[config.mk]
export PLATFORM = sky130hd
export DESIGN_NAME = dtc_timer
export DESIGN_NICKNAME = d
export VERILOG_FILES = /design/src/dtc_pkg.sv /design/src/dtc_timer.sv /design/src/dtc_tick.sv
export SDC_FILE = /design/constraint.sdc
export NUM_CORES = 1
export LEC_CHECK = 0
export ABC_AREA = 1
export BUFFER_PORTS_ARGS = -buffer_cell sky130_fd_sc_hd__buf_2
export CORE_ASPECT_RATIO = 1.1
export CORE_MARGIN = 2
export CORE_UTILIZATION = 40
export DETAILED_ROUTE_END_ITERATION = 6
export PLACE_DENSITY = 0.59
export SYNTH_ARGS = -nofsm -noshare
export SYNTH_HDL_FRONTEND = slang
export SYNTH_HIERARCHICAL = 1
export SYNTH_SLANG_ARGS = --single-unit
[constraint.sdc]
create_clock -name core_clk -period 2 [get_ports core_clk]
set_clock_uncertainty 0.1 [all_clocks]
set_input_delay 0.4 -clock core_clk [delete_from_list [all_inputs] [get_ports core_clk]]
set_output_delay 0.4 -clock core_clk [all_outputs]
set_load 0.02 [all_outputs]
[src/dtc_pkg.sv]
// Constants and register map for the dual timer/counter block.
// Assumes a single 10 MHz core clock and a synchronous active-high reset.
//
// Notes on behaviour
// RULE1: overflow flag sets on overflow, clears on vector ack; software may write it.
// RULE2: run bit written by software; timer counts only while run set.
// RULE3: detect flag sets on edge or level; edge mode clears on ack, level follows pin.
// RULE4: type bit picks falling edge (1) or low level (0) detection.
// RULE5: with pin qualify set, count only while interrupt pin high and run set.
// RULE6: with pin qualify clear, count whenever run is set.
// RULE7: source select clear counts divided clock, set counts count-pin falling edges.
// RULE8: mode 00 is 8-bit counter behind a 5-bit prescaler in low byte.
// RULE9: mode 01 is a full 16-bit counter, no prescaler.
// RULE10: mode 10 low byte counts, reloads from unchanged high byte on overflow.
// RULE11: timer 0 mode 3 splits; high byte counts under timer 1 controls.
// RULE12: timer 1 in mode 3 stops and holds its value.
// RULE13: divide select 1 gives clock over 4, 0 gives clock over 12.
// RULE14: timer control register sits at address 88h.
// RULE15: mode register: timer 1 fields in upper nibble, timer 0 in lower.
// RULE16: counter bytes are always readable and writable; writes replace count.
package dtc_pkg;
   localparam logic [7:0] ADDR_TCTRL = 8'h88;
   localparam logic [7:0] ADDR_TMODE = 8'h89;
   localparam logic [7:0] ADDR_T0_LOW = 8'h8a;
   localparam logic [7:0] ADDR_T1_LOW = 8'h8b;
   localparam logic [7:0] ADDR_T0_HIGH = 8'h8c;
   localparam logic [7:0] ADDR_T1_HIGH = 8'h8d;
   localparam logic [7:0] ADDR_CKDIV = 8'h8e;
   localparam logic [7:0] ADDR_ISTAT = 8'hf0;
   localparam logic [7:0] ADDR_IMASK = 8'hf1;
   // Timer control bit positions
   localparam int B_OVF1 = 7;
   localparam int B_RUN1 = 6;
   localparam int B_OVF0 = 5;
   localparam int B_RUN0 = 4;
   localparam int B_XDET1 = 3;
   localparam int B_XTYPE1 = 2;
   localparam int B_XDET0 = 1;
   localparam int B_XTYPE0 = 0;
   // Mode nibble positions
   localparam int B_GATE = 3;
   localparam int B_CT = 2;
   localparam int B_MH = 1;
   localparam int B_ML = 0;
   // Clock divide select positions
   localparam int B_FAST1 = 4;
   localparam int B_FAST0 = 3;
   localparam logic [7:0] CKDIV_RESET = 8'h01;
   // Divider ratios, prescaler limit and mode codes
   localparam logic [3:0] DIV_FAST = 4'h4;
   localparam logic [3:0] DIV_SLOW = 4'hc;
   localparam logic [4:0] PRESC_MAX = 5'h1f;
   localparam logic [1:0] MODE_13 = 2'h0;
   localparam logic [1:0] MODE_16 = 2'h1;
   localparam logic [1:0] MODE_AR = 2'h2;
   localparam logic [1:0] MODE_SPLIT = 2'h3;
   // Interrupt status bits: overflow 0, overflow 1, ext 0, ext 1
   localparam int NUM_IRQ = 4;
endpackage : dtc_pkg

[src/dtc_timer.sv]
// Dual timer/counter with external interrupt detection.
// Assumes the register port master of the core clock; pins are asynchronous.
`timescale 1ns/1ps
module dtc_timer
   import dtc_pkg::*;
(
   // Clock and reset
   input wire logic core_clk,
   input wire logic rst,
   // Register port
   input wire logic [7:0] reg_addr,
   input wire logic [7:0] reg_wdata,
   input wire logic reg_wr,
   input wire logic reg_rd,
   output logic [7:0] reg_rdata,
   // Pins
   input wire logic external_interrupt_pin_0,
   input wire logic external_interrupt_pin_1,
   input wire logic count_pin_0,
   input wire logic count_pin_1,
   // Vector acknowledges from the interrupt controller
   input wire logic timer0_vector_ack,
   input wire logic timer1_vector_ack,
   input wire logic ext_external_interrupt_pin_0_vector_ack,
   input wire logic ext_external_interrupt_pin_1_vector_ack,
   // Interrupt requests
   output logic timer0_irq,
   output logic timer1_irq,
   output logic ext_external_interrupt_pin_0_irq,
   output logic ext_external_interrupt_pin_1_irq,
   output logic irq
);
   ////////////////////////////////////////////////////////////////////
   // Pin synchronisers
   logic [3:0] pin_s1;
   logic [3:0] pin_s2;
   logic [3:0] pin_d;
   always_ff @(posedge core_clk) begin
      if (rst) begin
         pin_s1 <= 4'hf;
         pin_s2 <= 4'hf;
         pin_d <= 4'hf;
      end else begin
         pin_s1 <= {count_pin_1, count_pin_0, external_interrupt_pin_1,
                    external_interrupt_pin_0};
         pin_s2 <= pin_s1;
         pin_d <= pin_s2;
      end
   end
   logic xpin0_lvl;
   logic xpin1_lvl;
   logic xpin0_fall;
   logic xpin1_fall;
   logic t0_fall;
   logic t1_fall;
   assign xpin0_lvl = pin_s2[0];
   assign xpin1_lvl = pin_s2[1];
   assign xpin0_fall = pin_d[0] & ~pin_s2[0];
   assign xpin1_fall = pin_d[1] & ~pin_s2[1];
   assign t0_fall = pin_d[2] & ~pin_s2[2];
   assign t1_fall = pin_d[3] & ~pin_s2[3];

   ////////////////////////////////////////////////////////////////////
   // Register state
   logic [7:0] tctrl;
   logic [7:0] tmode;
   logic [7:0] ckdiv;
   logic [7:0] t0_low;
   logic [7:0] t0_high;
   logic [7:0] t1_low;
   logic [7:0] t1_high;
   logic [3:0] imask;
   logic [3:0] istat;
   logic [7:0] next_tctrl;
   logic [7:0] next_tmode;
   logic [7:0] next_ckdiv;
   logic [7:0] next_t0_low;
   logic [7:0] next_t0_high;
   logic [7:0] next_t1_low;
   logic [7:0] next_t1_high;
   logic [3:0] next_imask;
   logic [3:0] next_istat;
   logic [7:0] next_rdata;

   ////////////////////////////////////////////////////////////////////
   // Divided clock ticks
   logic tick0;
   logic tick1;
   dtc_tick u_tick0 (
      .core_clk(core_clk),
      .rst(rst),
      .fast_sel(ckdiv[B_FAST0]),
      .tick(tick0)
   );
   dtc_tick u_tick1 (
      .core_clk(core_clk),
      .rst(rst),
      .fast_sel(ckdiv[B_FAST1]),
      .tick(tick1)
   );

   ////////////////////////////////////////////////////////////////////
   // Count enables
   logic [3:0] cfg0;
   logic [3:0] cfg1;
   logic en0;
   logic en1;
   logic inc0;
   logic inc1;
   logic inc_t0_high;
   assign cfg0 = tmode[3:0];
   assign cfg1 = tmode[7:4];
   // Pin qualify gates run with the interrupt pin
   assign en0 = tctrl[B_RUN0] & (~cfg0[B_GATE] | xpin0_lvl); // [RULE2] [RULE5] [RULE6]
   assign en1 = tctrl[B_RUN1] & (~cfg1[B_GATE] | xpin1_lvl); // [RULE2] [RULE5] [RULE6]
   // Source select: divided clock or count pin edge
   assign inc0 = en0 & (cfg0[B_CT] ? t0_fall : tick0); // [RULE7]
   assign inc1 = en1 & (cfg1[B_CT] ? t1_fall : tick1) &
                 (cfg1[1:0] != MODE_SPLIT); // [RULE12]
   // Split high byte: timer 1 run bit, internal clock only
   assign inc_t0_high = tctrl[B_RUN1] & tick0; // [RULE11]

   logic addr_ok;
   always_comb begin
      case (reg_addr)
         ADDR_TCTRL, ADDR_TMODE, ADDR_T0_LOW, ADDR_T1_LOW, ADDR_T0_HIGH, ADDR_T1_HIGH,
         ADDR_CKDIV, ADDR_ISTAT, ADDR_IMASK: addr_ok = 1'b1;
         default: addr_ok = 1'b0;
      endcase
   end

   ////////////////////////////////////////////////////////////////////
   // Timer next-state and register writes
   logic ovf0;
   logic ovf1;
   logic ovf_t0_high;
   logic wr_t0_low;
   logic wr_t0_high;
   logic wr_t1_low;
   logic wr_t1_high;
   assign wr_t0_low = reg_wr & (reg_addr == ADDR_T0_LOW);
   assign wr_t0_high = reg_wr & (reg_addr == ADDR_T0_HIGH);
   assign wr_t1_low = reg_wr & (reg_addr == ADDR_T1_LOW);
   assign wr_t1_high = reg_wr & (reg_addr == ADDR_T1_HIGH);

   // One timer step: low/high bytes by mode, returns overflow
   function automatic logic [16:0] step(input logic [1:0] mode, input logic [7:0] lo,
                                        input logic [7:0] hi);
      logic [16:0] r;
      r = {1'b0, hi, lo};
      case (mode)
         MODE_13: begin
            if (lo[4:0] == PRESC_MAX) begin // [RULE8]
               r[4:0] = 5'h00;
               r[16:8] = {1'b0, hi} + 9'h001;
            end else begin
               r[4:0] = lo[4:0] + 5'h01;
            end
         end
         MODE_16: r = {1'b0, hi, lo} + 17'h00001; // [RULE9]
         MODE_AR: begin
            if (lo == 8'hff) begin // [RULE10]
               r = {1'b1, hi, hi};
            end else begin
               r[7:0] = lo + 8'h01;
            end
         end
         default: r[8:0] = {1'b0, lo} + 9'h001; // Split low byte
      endcase
      if (mode == MODE_SPLIT) begin
         r[16] = r[8];
         r[15:8] = hi;
      end
      return r;
   endfunction : step

   logic [16:0] s0;
   logic [16:0] s1;
   logic [8:0] sh0;
   always_comb begin
      s0 = step(cfg0[1:0], t0_low, t0_high);
      s1 = step(cfg1[1:0], t1_low, t1_high);
      sh0 = {1'b0, t0_high} + 9'h001;
      ovf0 = inc0 & s0[16];
      ovf1 = inc1 & s1[16];
      ovf_t0_high = (cfg0[1:0] == MODE_SPLIT) & inc_t0_high & sh0[8];
      next_t0_low = inc0 ? s0[7:0] : t0_low;
      next_t0_high = t0_high;
      if (cfg0[1:0] == MODE_SPLIT) begin
         if (inc_t0_high) begin
            next_t0_high = sh0[7:0]; // [RULE11]
         end
      end else if (inc0) begin
         next_t0_high = s0[15:8];
      end
      next_t1_low = inc1 ? s1[7:0] : t1_low;
      next_t1_high = inc1 ? s1[15:8] : t1_high;
      // Software writes replace the running count
      if (wr_t0_low) next_t0_low = reg_wdata; // [RULE16]
      if (wr_t0_high) next_t0_high = reg_wdata; // [RULE16]
      if (wr_t1_low) next_t1_low = reg_wdata; // [RULE16]
      if (wr_t1_high) next_t1_high = reg_wdata; // [RULE16]
   end

   ////////////////////////////////////////////////////////////////////
   // Control, flags, interrupt status
   logic set_ovf0;
   logic set_ovf1;
   logic set_xdet0;
   logic set_xdet1;
   // Split mode: timer 0 high byte owns timer 1's flag
   assign set_ovf0 = ovf0; // [RULE1]
   assign set_ovf1 = (cfg0[1:0] == MODE_SPLIT) ? ovf_t0_high : ovf1; // [RULE1] [RULE11]
   assign set_xdet0 = tctrl[B_XTYPE0] ? xpin0_fall : ~xpin0_lvl; // [RULE3] [RULE4]
   assign set_xdet1 = tctrl[B_XTYPE1] ? xpin1_fall : ~xpin1_lvl; // [RULE3] [RULE4]

   always_comb begin
      next_tctrl = tctrl;
      next_tmode = tmode;
      next_ckdiv = ckdiv;
      next_imask = imask;
      next_istat = istat;
      if (reg_wr && reg_addr == ADDR_TCTRL) next_tctrl = reg_wdata; // [RULE14] [RULE2]
      if (reg_wr && reg_addr == ADDR_TMODE) next_tmode = reg_wdata; // [RULE15]
      if (reg_wr && reg_addr == ADDR_CKDIV) next_ckdiv = reg_wdata; // [RULE13]
      if (reg_wr && reg_addr == ADDR_IMASK) next_imask = reg_wdata[3:0];
      if (reg_wr && reg_addr == ADDR_ISTAT) next_istat = istat & ~reg_wdata[3:0];
      // Acknowledge clears, hardware sets win
      if (timer0_vector_ack) next_tctrl[B_OVF0] = 1'b0; // [RULE1]
      if (timer1_vector_ack) next_tctrl[B_OVF1] = 1'b0; // [RULE1]
      if (ext_external_interrupt_pin_0_vector_ack && tctrl[B_XTYPE0]) next_tctrl[B_XDET0] = 1'b0; // [RULE3]
      if (ext_external_interrupt_pin_1_vector_ack && tctrl[B_XTYPE1]) next_tctrl[B_XDET1] = 1'b0; // [RULE3]
      if (!tctrl[B_XTYPE0]) next_tctrl[B_XDET0] = ~xpin0_lvl; // [RULE3]
      if (!tctrl[B_XTYPE1]) next_tctrl[B_XDET1] = ~xpin1_lvl; // [RULE3]
      if (set_ovf0) next_tctrl[B_OVF0] = 1'b1; // [RULE1]
      if (set_ovf1) next_tctrl[B_OVF1] = 1'b1; // [RULE1]
      if (set_xdet0) next_tctrl[B_XDET0] = 1'b1; // [RULE3]
      if (set_xdet1) next_tctrl[B_XDET1] = 1'b1; // [RULE3]
      next_istat = next_istat | {set_xdet1, set_xdet0, set_ovf1, set_ovf0};
   end

   ////////////////////////////////////////////////////////////////////
   // Read mux
   always_comb begin
      next_rdata = 8'h00;
      if (reg_rd) begin
         case (reg_addr)
            ADDR_TCTRL: next_rdata = tctrl;
            ADDR_TMODE: next_rdata = tmode;
            ADDR_T0_LOW: next_rdata = t0_low; // [RULE16]
            ADDR_T1_LOW: next_rdata = t1_low;
            ADDR_T0_HIGH: next_rdata = t0_high;
            ADDR_T1_HIGH: next_rdata = t1_high;
            ADDR_CKDIV: next_rdata = ckdiv;
            ADDR_ISTAT: next_rdata = {4'h0, istat};
            ADDR_IMASK: next_rdata = {4'h0, imask};
            default: next_rdata = addr_ok ? 8'h00 : 8'hff;
         endcase
      end
   end

   ////////////////////////////////////////////////////////////////////
   // State registers
   always_ff @(posedge core_clk) begin
      if (rst) begin
         tctrl <= 8'h00;
         tmode <= 8'h00;
         ckdiv <= CKDIV_RESET;
         t0_low <= 8'h00;
         t0_high <= 8'h00;
         t1_low <= 8'h00;
         t1_high <= 8'h00;
         imask <= 4'h0;
         istat <= 4'h0;
         reg_rdata <= 8'h00;
      end else begin
         tctrl <= next_tctrl;
         tmode <= next_tmode;
         ckdiv <= next_ckdiv;
         t0_low <= next_t0_low;
         t0_high <= next_t0_high;
         t1_low <= next_t1_low;
         t1_high <= next_t1_high;
         imask <= next_imask;
         istat <= next_istat;
         reg_rdata <= next_rdata;
      end
   end

   assign timer0_irq = tctrl[B_OVF0];
   assign timer1_irq = tctrl[B_OVF1];
   assign ext_external_interrupt_pin_0_irq = tctrl[B_XDET0];
   assign ext_external_interrupt_pin_1_irq = tctrl[B_XDET1];
   assign irq = |(istat & imask);

   ////////////////////////////////////////////////////////////////////
   // Checks
   a_ovf_sets_flag: assert property (@(posedge core_clk) disable iff (rst)
      set_ovf0 |=> tctrl[B_OVF0]) // [RULE1]
      else $error("timer 0 overflow flag not set");
   a_run_holds: assert property (@(posedge core_clk) disable iff (rst)
      (!tctrl[B_RUN0] && !wr_t0_low && cfg0[1:0] != MODE_SPLIT) |=> $stable(t0_low)) // [RULE2]
      else $error("timer 0 moved while stopped");
   a_level_follow: assert property (@(posedge core_clk) disable iff (rst)
      (!tctrl[B_XTYPE0] && !xpin0_lvl && !(reg_wr && reg_addr == ADDR_TCTRL))
      |=> tctrl[B_XDET0]) // [RULE3]
      else $error("level detect flag missing");
   a_edge_detect: assert property (@(posedge core_clk) disable iff (rst)
      (tctrl[B_XTYPE0] && xpin0_fall) |=> tctrl[B_XDET0]) // [RULE4]
      else $error("edge detect flag missing");
   a_gate_block: assert property (@(posedge core_clk) disable iff (rst)
      (cfg0[B_GATE] && !xpin0_lvl) |-> !inc0) // [RULE5]
      else $error("gated timer counted with pin low");
   a_ungated_run: assert property (@(posedge core_clk) disable iff (rst)
      (!cfg0[B_GATE] && tctrl[B_RUN0] && !cfg0[B_CT] && tick0) |-> inc0) // [RULE6]
      else $error("ungated timer missed a tick");
   a_reload_value: assert property (@(posedge core_clk) disable iff (rst)
      (cfg0[1:0] == MODE_AR && inc0 && t0_low == 8'hff && !wr_t0_low && !wr_t0_high)
      |=> (t0_low == t0_high) && $stable(t0_high)) // [RULE10]
      else $error("auto reload wrong");
   a_t1_split_stop: assert property (@(posedge core_clk) disable iff (rst)
      (cfg1[1:0] == MODE_SPLIT && !wr_t1_low && !wr_t1_high)
      |=> $stable({t1_high, t1_low})) // [RULE12]
      else $error("timer 1 moved in mode 3");
   a_write_wins: assert property (@(posedge core_clk) disable iff (rst)
      wr_t1_low |=> t1_low == $past(reg_wdata)) // [RULE16]
      else $error("byte write lost");
endmodule : dtc_timer

[src/dtc_tick.sv]
// Divided clock tick generator for one timer.
// Assumes core_clk and synchronous rst; divide select from a register.
`timescale 1ns/1ps
module dtc_tick
   import dtc_pkg::*;
(
   // Clock and reset
   input wire logic core_clk,
   input wire logic rst,
   // Control
   input wire logic fast_sel,
   // Output
   output logic tick
);
   logic [3:0] cnt;
   logic [3:0] next_cnt;
   logic [3:0] limit;

   ////////////////////////////////////////////////////////////////////
   // Divide by 4 or 12
   always_comb begin
      limit = fast_sel ? DIV_FAST : DIV_SLOW; // [RULE13]
      if (cnt >= limit - 4'h1) begin
         next_cnt = 4'h0;
      end else begin
         next_cnt = cnt + 4'h1;
      end
   end

   always_ff @(posedge core_clk) begin
      if (rst) begin
         cnt <= 4'h0;
      end else begin
         cnt <= next_cnt;
      end
   end

   assign tick = (cnt == limit - 4'h1);

   a_tick_spacing: assert property (@(posedge core_clk) disable iff (rst)
      (tick && $stable(fast_sel) && fast_sel) |=> !tick [*3]) // [RULE13]
      else $error("fast tick spaced wrong");
endmodule : dtc_tick

==> metrics.cfg <==
[layout]
syn_to_final_growth_pct = 23.3
drive_gt1_share_pct = 17.8
antenna_cells = 0
design_area_um2 = 7470
fillers = 1617
nets = 1142
final_core_util_pct = 50.0
final_cells = 1295

[yosys]
synth.ff_latch_count = 92
avgSynthCellArea_um2 = 6.09
yosysSeqAreaShare_pct = 30.4
yosysUniqueCellTypes = 40
netlist_instances = 994
yosysWarnings = 6
syn-num-nets = 1042
synth_area_um2 = 6060

[cts]
clock_path_buffers = 2
cts_hold_buf = 0
cts_tree = done
cts_made_buffers = 9
ctsHtreeMaxLevel = 3
root_buffer = clkbuf_16
clkTransAtPathRegs_ns = 0.08
clkLatencyLatePin_ns = 0.36
cts_sinks = 92

[setup_path]
crit_path_end_kind = flop
required_ns = 2.20
crit_type = flop to flop
cpPeakStageDelay_ns = 0.34
critPathMaxFanout = 3
cp_cell_sequence = ha_4, nand2_4, nor2_4, buf_4, ha_1, nor2_2, nor3_1, o21ai_0, nand3_1, a21oi_1
crit_arrival_ns = 2.13
cp_slowest_cell = dfxtp_2
startpoint_type = flop

[die]
initial_core_util_pct = 40.5
io_pins = 41
rows = 47
dieArea_um2 = 16100
fp.dieW_um = 121
coreArea_um2 = 14900
die_h_um = 133

[place]
place_area_um2 = 6990
place_inst = 1278
place_hpwl_um = 16900
routabilityCongestion = 1.01
numPortBuffers = 40

[min_path]
hold_path_class = input port to flop

[drt]
antenna_left = 0
firstDrtPassIters = 7
drt_iter0_drc = 603
postRouteWirelength_um = 21600
drcViolationCount = 4
vias_per_cell = 5.25
vias = 6799
wl_per_cell_um = 16.7

[timing]
finalCriticalPeriod_ns = 1.93
tightest_slew_ns = 0.444
fin_crit_sh_pct = 96.6
fmax_mhz = 517
slew_headroom_pct = 70.4
final_max_slew_viol_count = 0
grt_setup_unrepaired = yes
hold_viol = 0
setup_viol = 0

[pwr]
p_per_area_nw_per_um2 = 542
p_leak_nw = 3.43
vdd_drop_max_mv = 0.536

[grt]
grt_first_pass_wirelength_um = 33800
grt_max_degree = 44
grt.total_usage_pct = 27.3
grt_antenna_before_repair = 0
grt_pass1_vias = 6362
grt-ovfl-total = 0

[status]
outcome = finished, violations left
violations = design-rule violations

[run]
drv_cap = 0

## final timing paths
| check | slack, ns | cells after the start | from | to |
|---|---|---|---|---|
| hold reg to reg | 0.31 | 1 | pin_s1[2] | pin_s2[2] |
| hold / removal | 0.12 | 2 | external_interrupt_pin_1 | pin_s1[1] |
| setup reg to reg | 0.07 | 10 | t1_low[1] | t1_high[0] |
| setup / recovery | 0.07 | 10 | t1_low[1] | t1_high[0] |
## stage by stage
step	power [mW]	TNS (ns)	hold WS (ns)	setup WS, ns
final	4.05	0	0.117	0.0673
after floorplan	2.06	0	0.289	0.0106
after global routing	4.18	-0.0758	0.120	-0.0279
after CTS	4.07	0	0.112	0.00136
after global placement	2.20	0	0.291	0.0240
after detailed placement	2.20	0	0.297	0.0173
## critical path: cells and delay by family (launching register included)
| family | cells | cell delay [ns] |
|---|---|---|
| AND/OR/NAND/NOR | 5 | 0.51 |
| AO/OA/AOI/OAI | 2 | 0.40 |
| adder cells (fa/ha/maj) | 2 | 0.38 |
| flip-flops | 1 | 0.34 |
| buffers and inverters | 1 | 0.14 |
## state kept, by name, indices dropped and copies added, names as in the netlist, 8 cells and up
signal     flops
t0_low         8
reg_rdata      8
t1_high        8
tctrl          8
t0_high        8
t1_low         8
ckdiv          8
tmode          8
## cells by family (layout without fill, tap and decap cells)
logic type	count (synthesis)	count (layout)	share of synthesized area, %
buffers and inverters	156	261	9.96
and+or+nand+nor	548	548	39.6
AOI/OAI and AO/OA	173	173	15.2
xor gates and xnor gates	5	5	0.723
adders and majority gates	20	20	4.13
DFF	92	92	30.4
## cell usage after synthesis
cell type	count	area, um2
xor2_1	3	26.3
nor2_4	1	11.3
o21ai_0	76	380
nor3_2	1	10.0
and3b_1	2	17.5
inv_2	4	15.0
buf_1	1	3.75
a21oi_2	1	8.76
o21ai_1	6	30.0
buf_2	10	50.1
a21o_1	1	7.51
o22ai_1	2	12.5
dfxtp_1	92	1840
buf_4	1	7.51
nor3_1	7	35.0
nor2_2	3	18.8
nor3_4	2	32.5
nand3b_1	5	37.5
nand2_1	240	901
a22oi_1	1	7.51
nand3_1	116	581
xnor2_1	2	17.5
nand3_4	1	17.5
o211ai_1	6	45.0
ha_1	20	250
nand2_2	6	37.5
nor2_1	133	499
clkinv_2	1	5.00
or2_2	13	81.3
o21ai_2	1	8.76
or2_1	1	6.26
a211oi_1	8	60.1
and3_1	1	6.26
inv_1	128	480
clkbuf_1	11	41.3
nand4_1	14	87.6
and2_1	1	6.26
nand3_2	1	10.0
a21oi_1	70	350
a221o_1	1	10.0
## power breakdown
part           leakage [nW]  internal [mW]  switching [mW]
logic                  2.52         0.0872           0.188
registers             0.748           1.86          0.0173
clock network         0.160           1.02           0.872
total                  3.43           2.97            1.08
## area by class of cell
type                            instances  area [um2]  area share, %
Timing Repair Buffer                  112         791           10.6
Multi-Input combinational cell        746        3760           50.3
Clock buffer                            9         225           3.02
Inverter                              133         500           6.70
Sequential cell                        92        1840           24.7
Tap cell                              196         245           3.28
Clock inverter                          7         103           1.37
## cells in the final DEF (no fill, tap or decap), types with 6 or more instances in the layout
master     count
nor2_1       129
ha_1          14
a21oi_1       67
nand4_1       14
nand2_1      231
dfxtp_1       90
o21ai_0       74
inv_1        124
a211oi_1       8
inv_2          8
o211ai_1       6
or2_2         13
clkbuf_16      9
buf_2         40
o21ai_1        8
nand3_1      114
buf_4         68
nand2_2       11
## layer usage
| metal | track usage (%) | vias up | wire length [um] |
|---|---|---|---|
| li1 | - | 3432 | - |
| met1 | 34.2 | 3096 | 9210 |
| met2 | 47.0 | 224 | 10500 |
| met3 | 3.53 | 47 | 1110 |
| met4 | 11.5 | 0 | 787 |
| met5 | 0 | - | 0 |
## what timing repair did
item / 4_1_cts / 5_1_grt
resized for setup: 1 / 43
buffers inserted: 0 / 1
pin swaps: 0 / 9
endpoints found under the setup margin: 5 / 29
No activity file was read; power rests on OpenSTA's default activity.
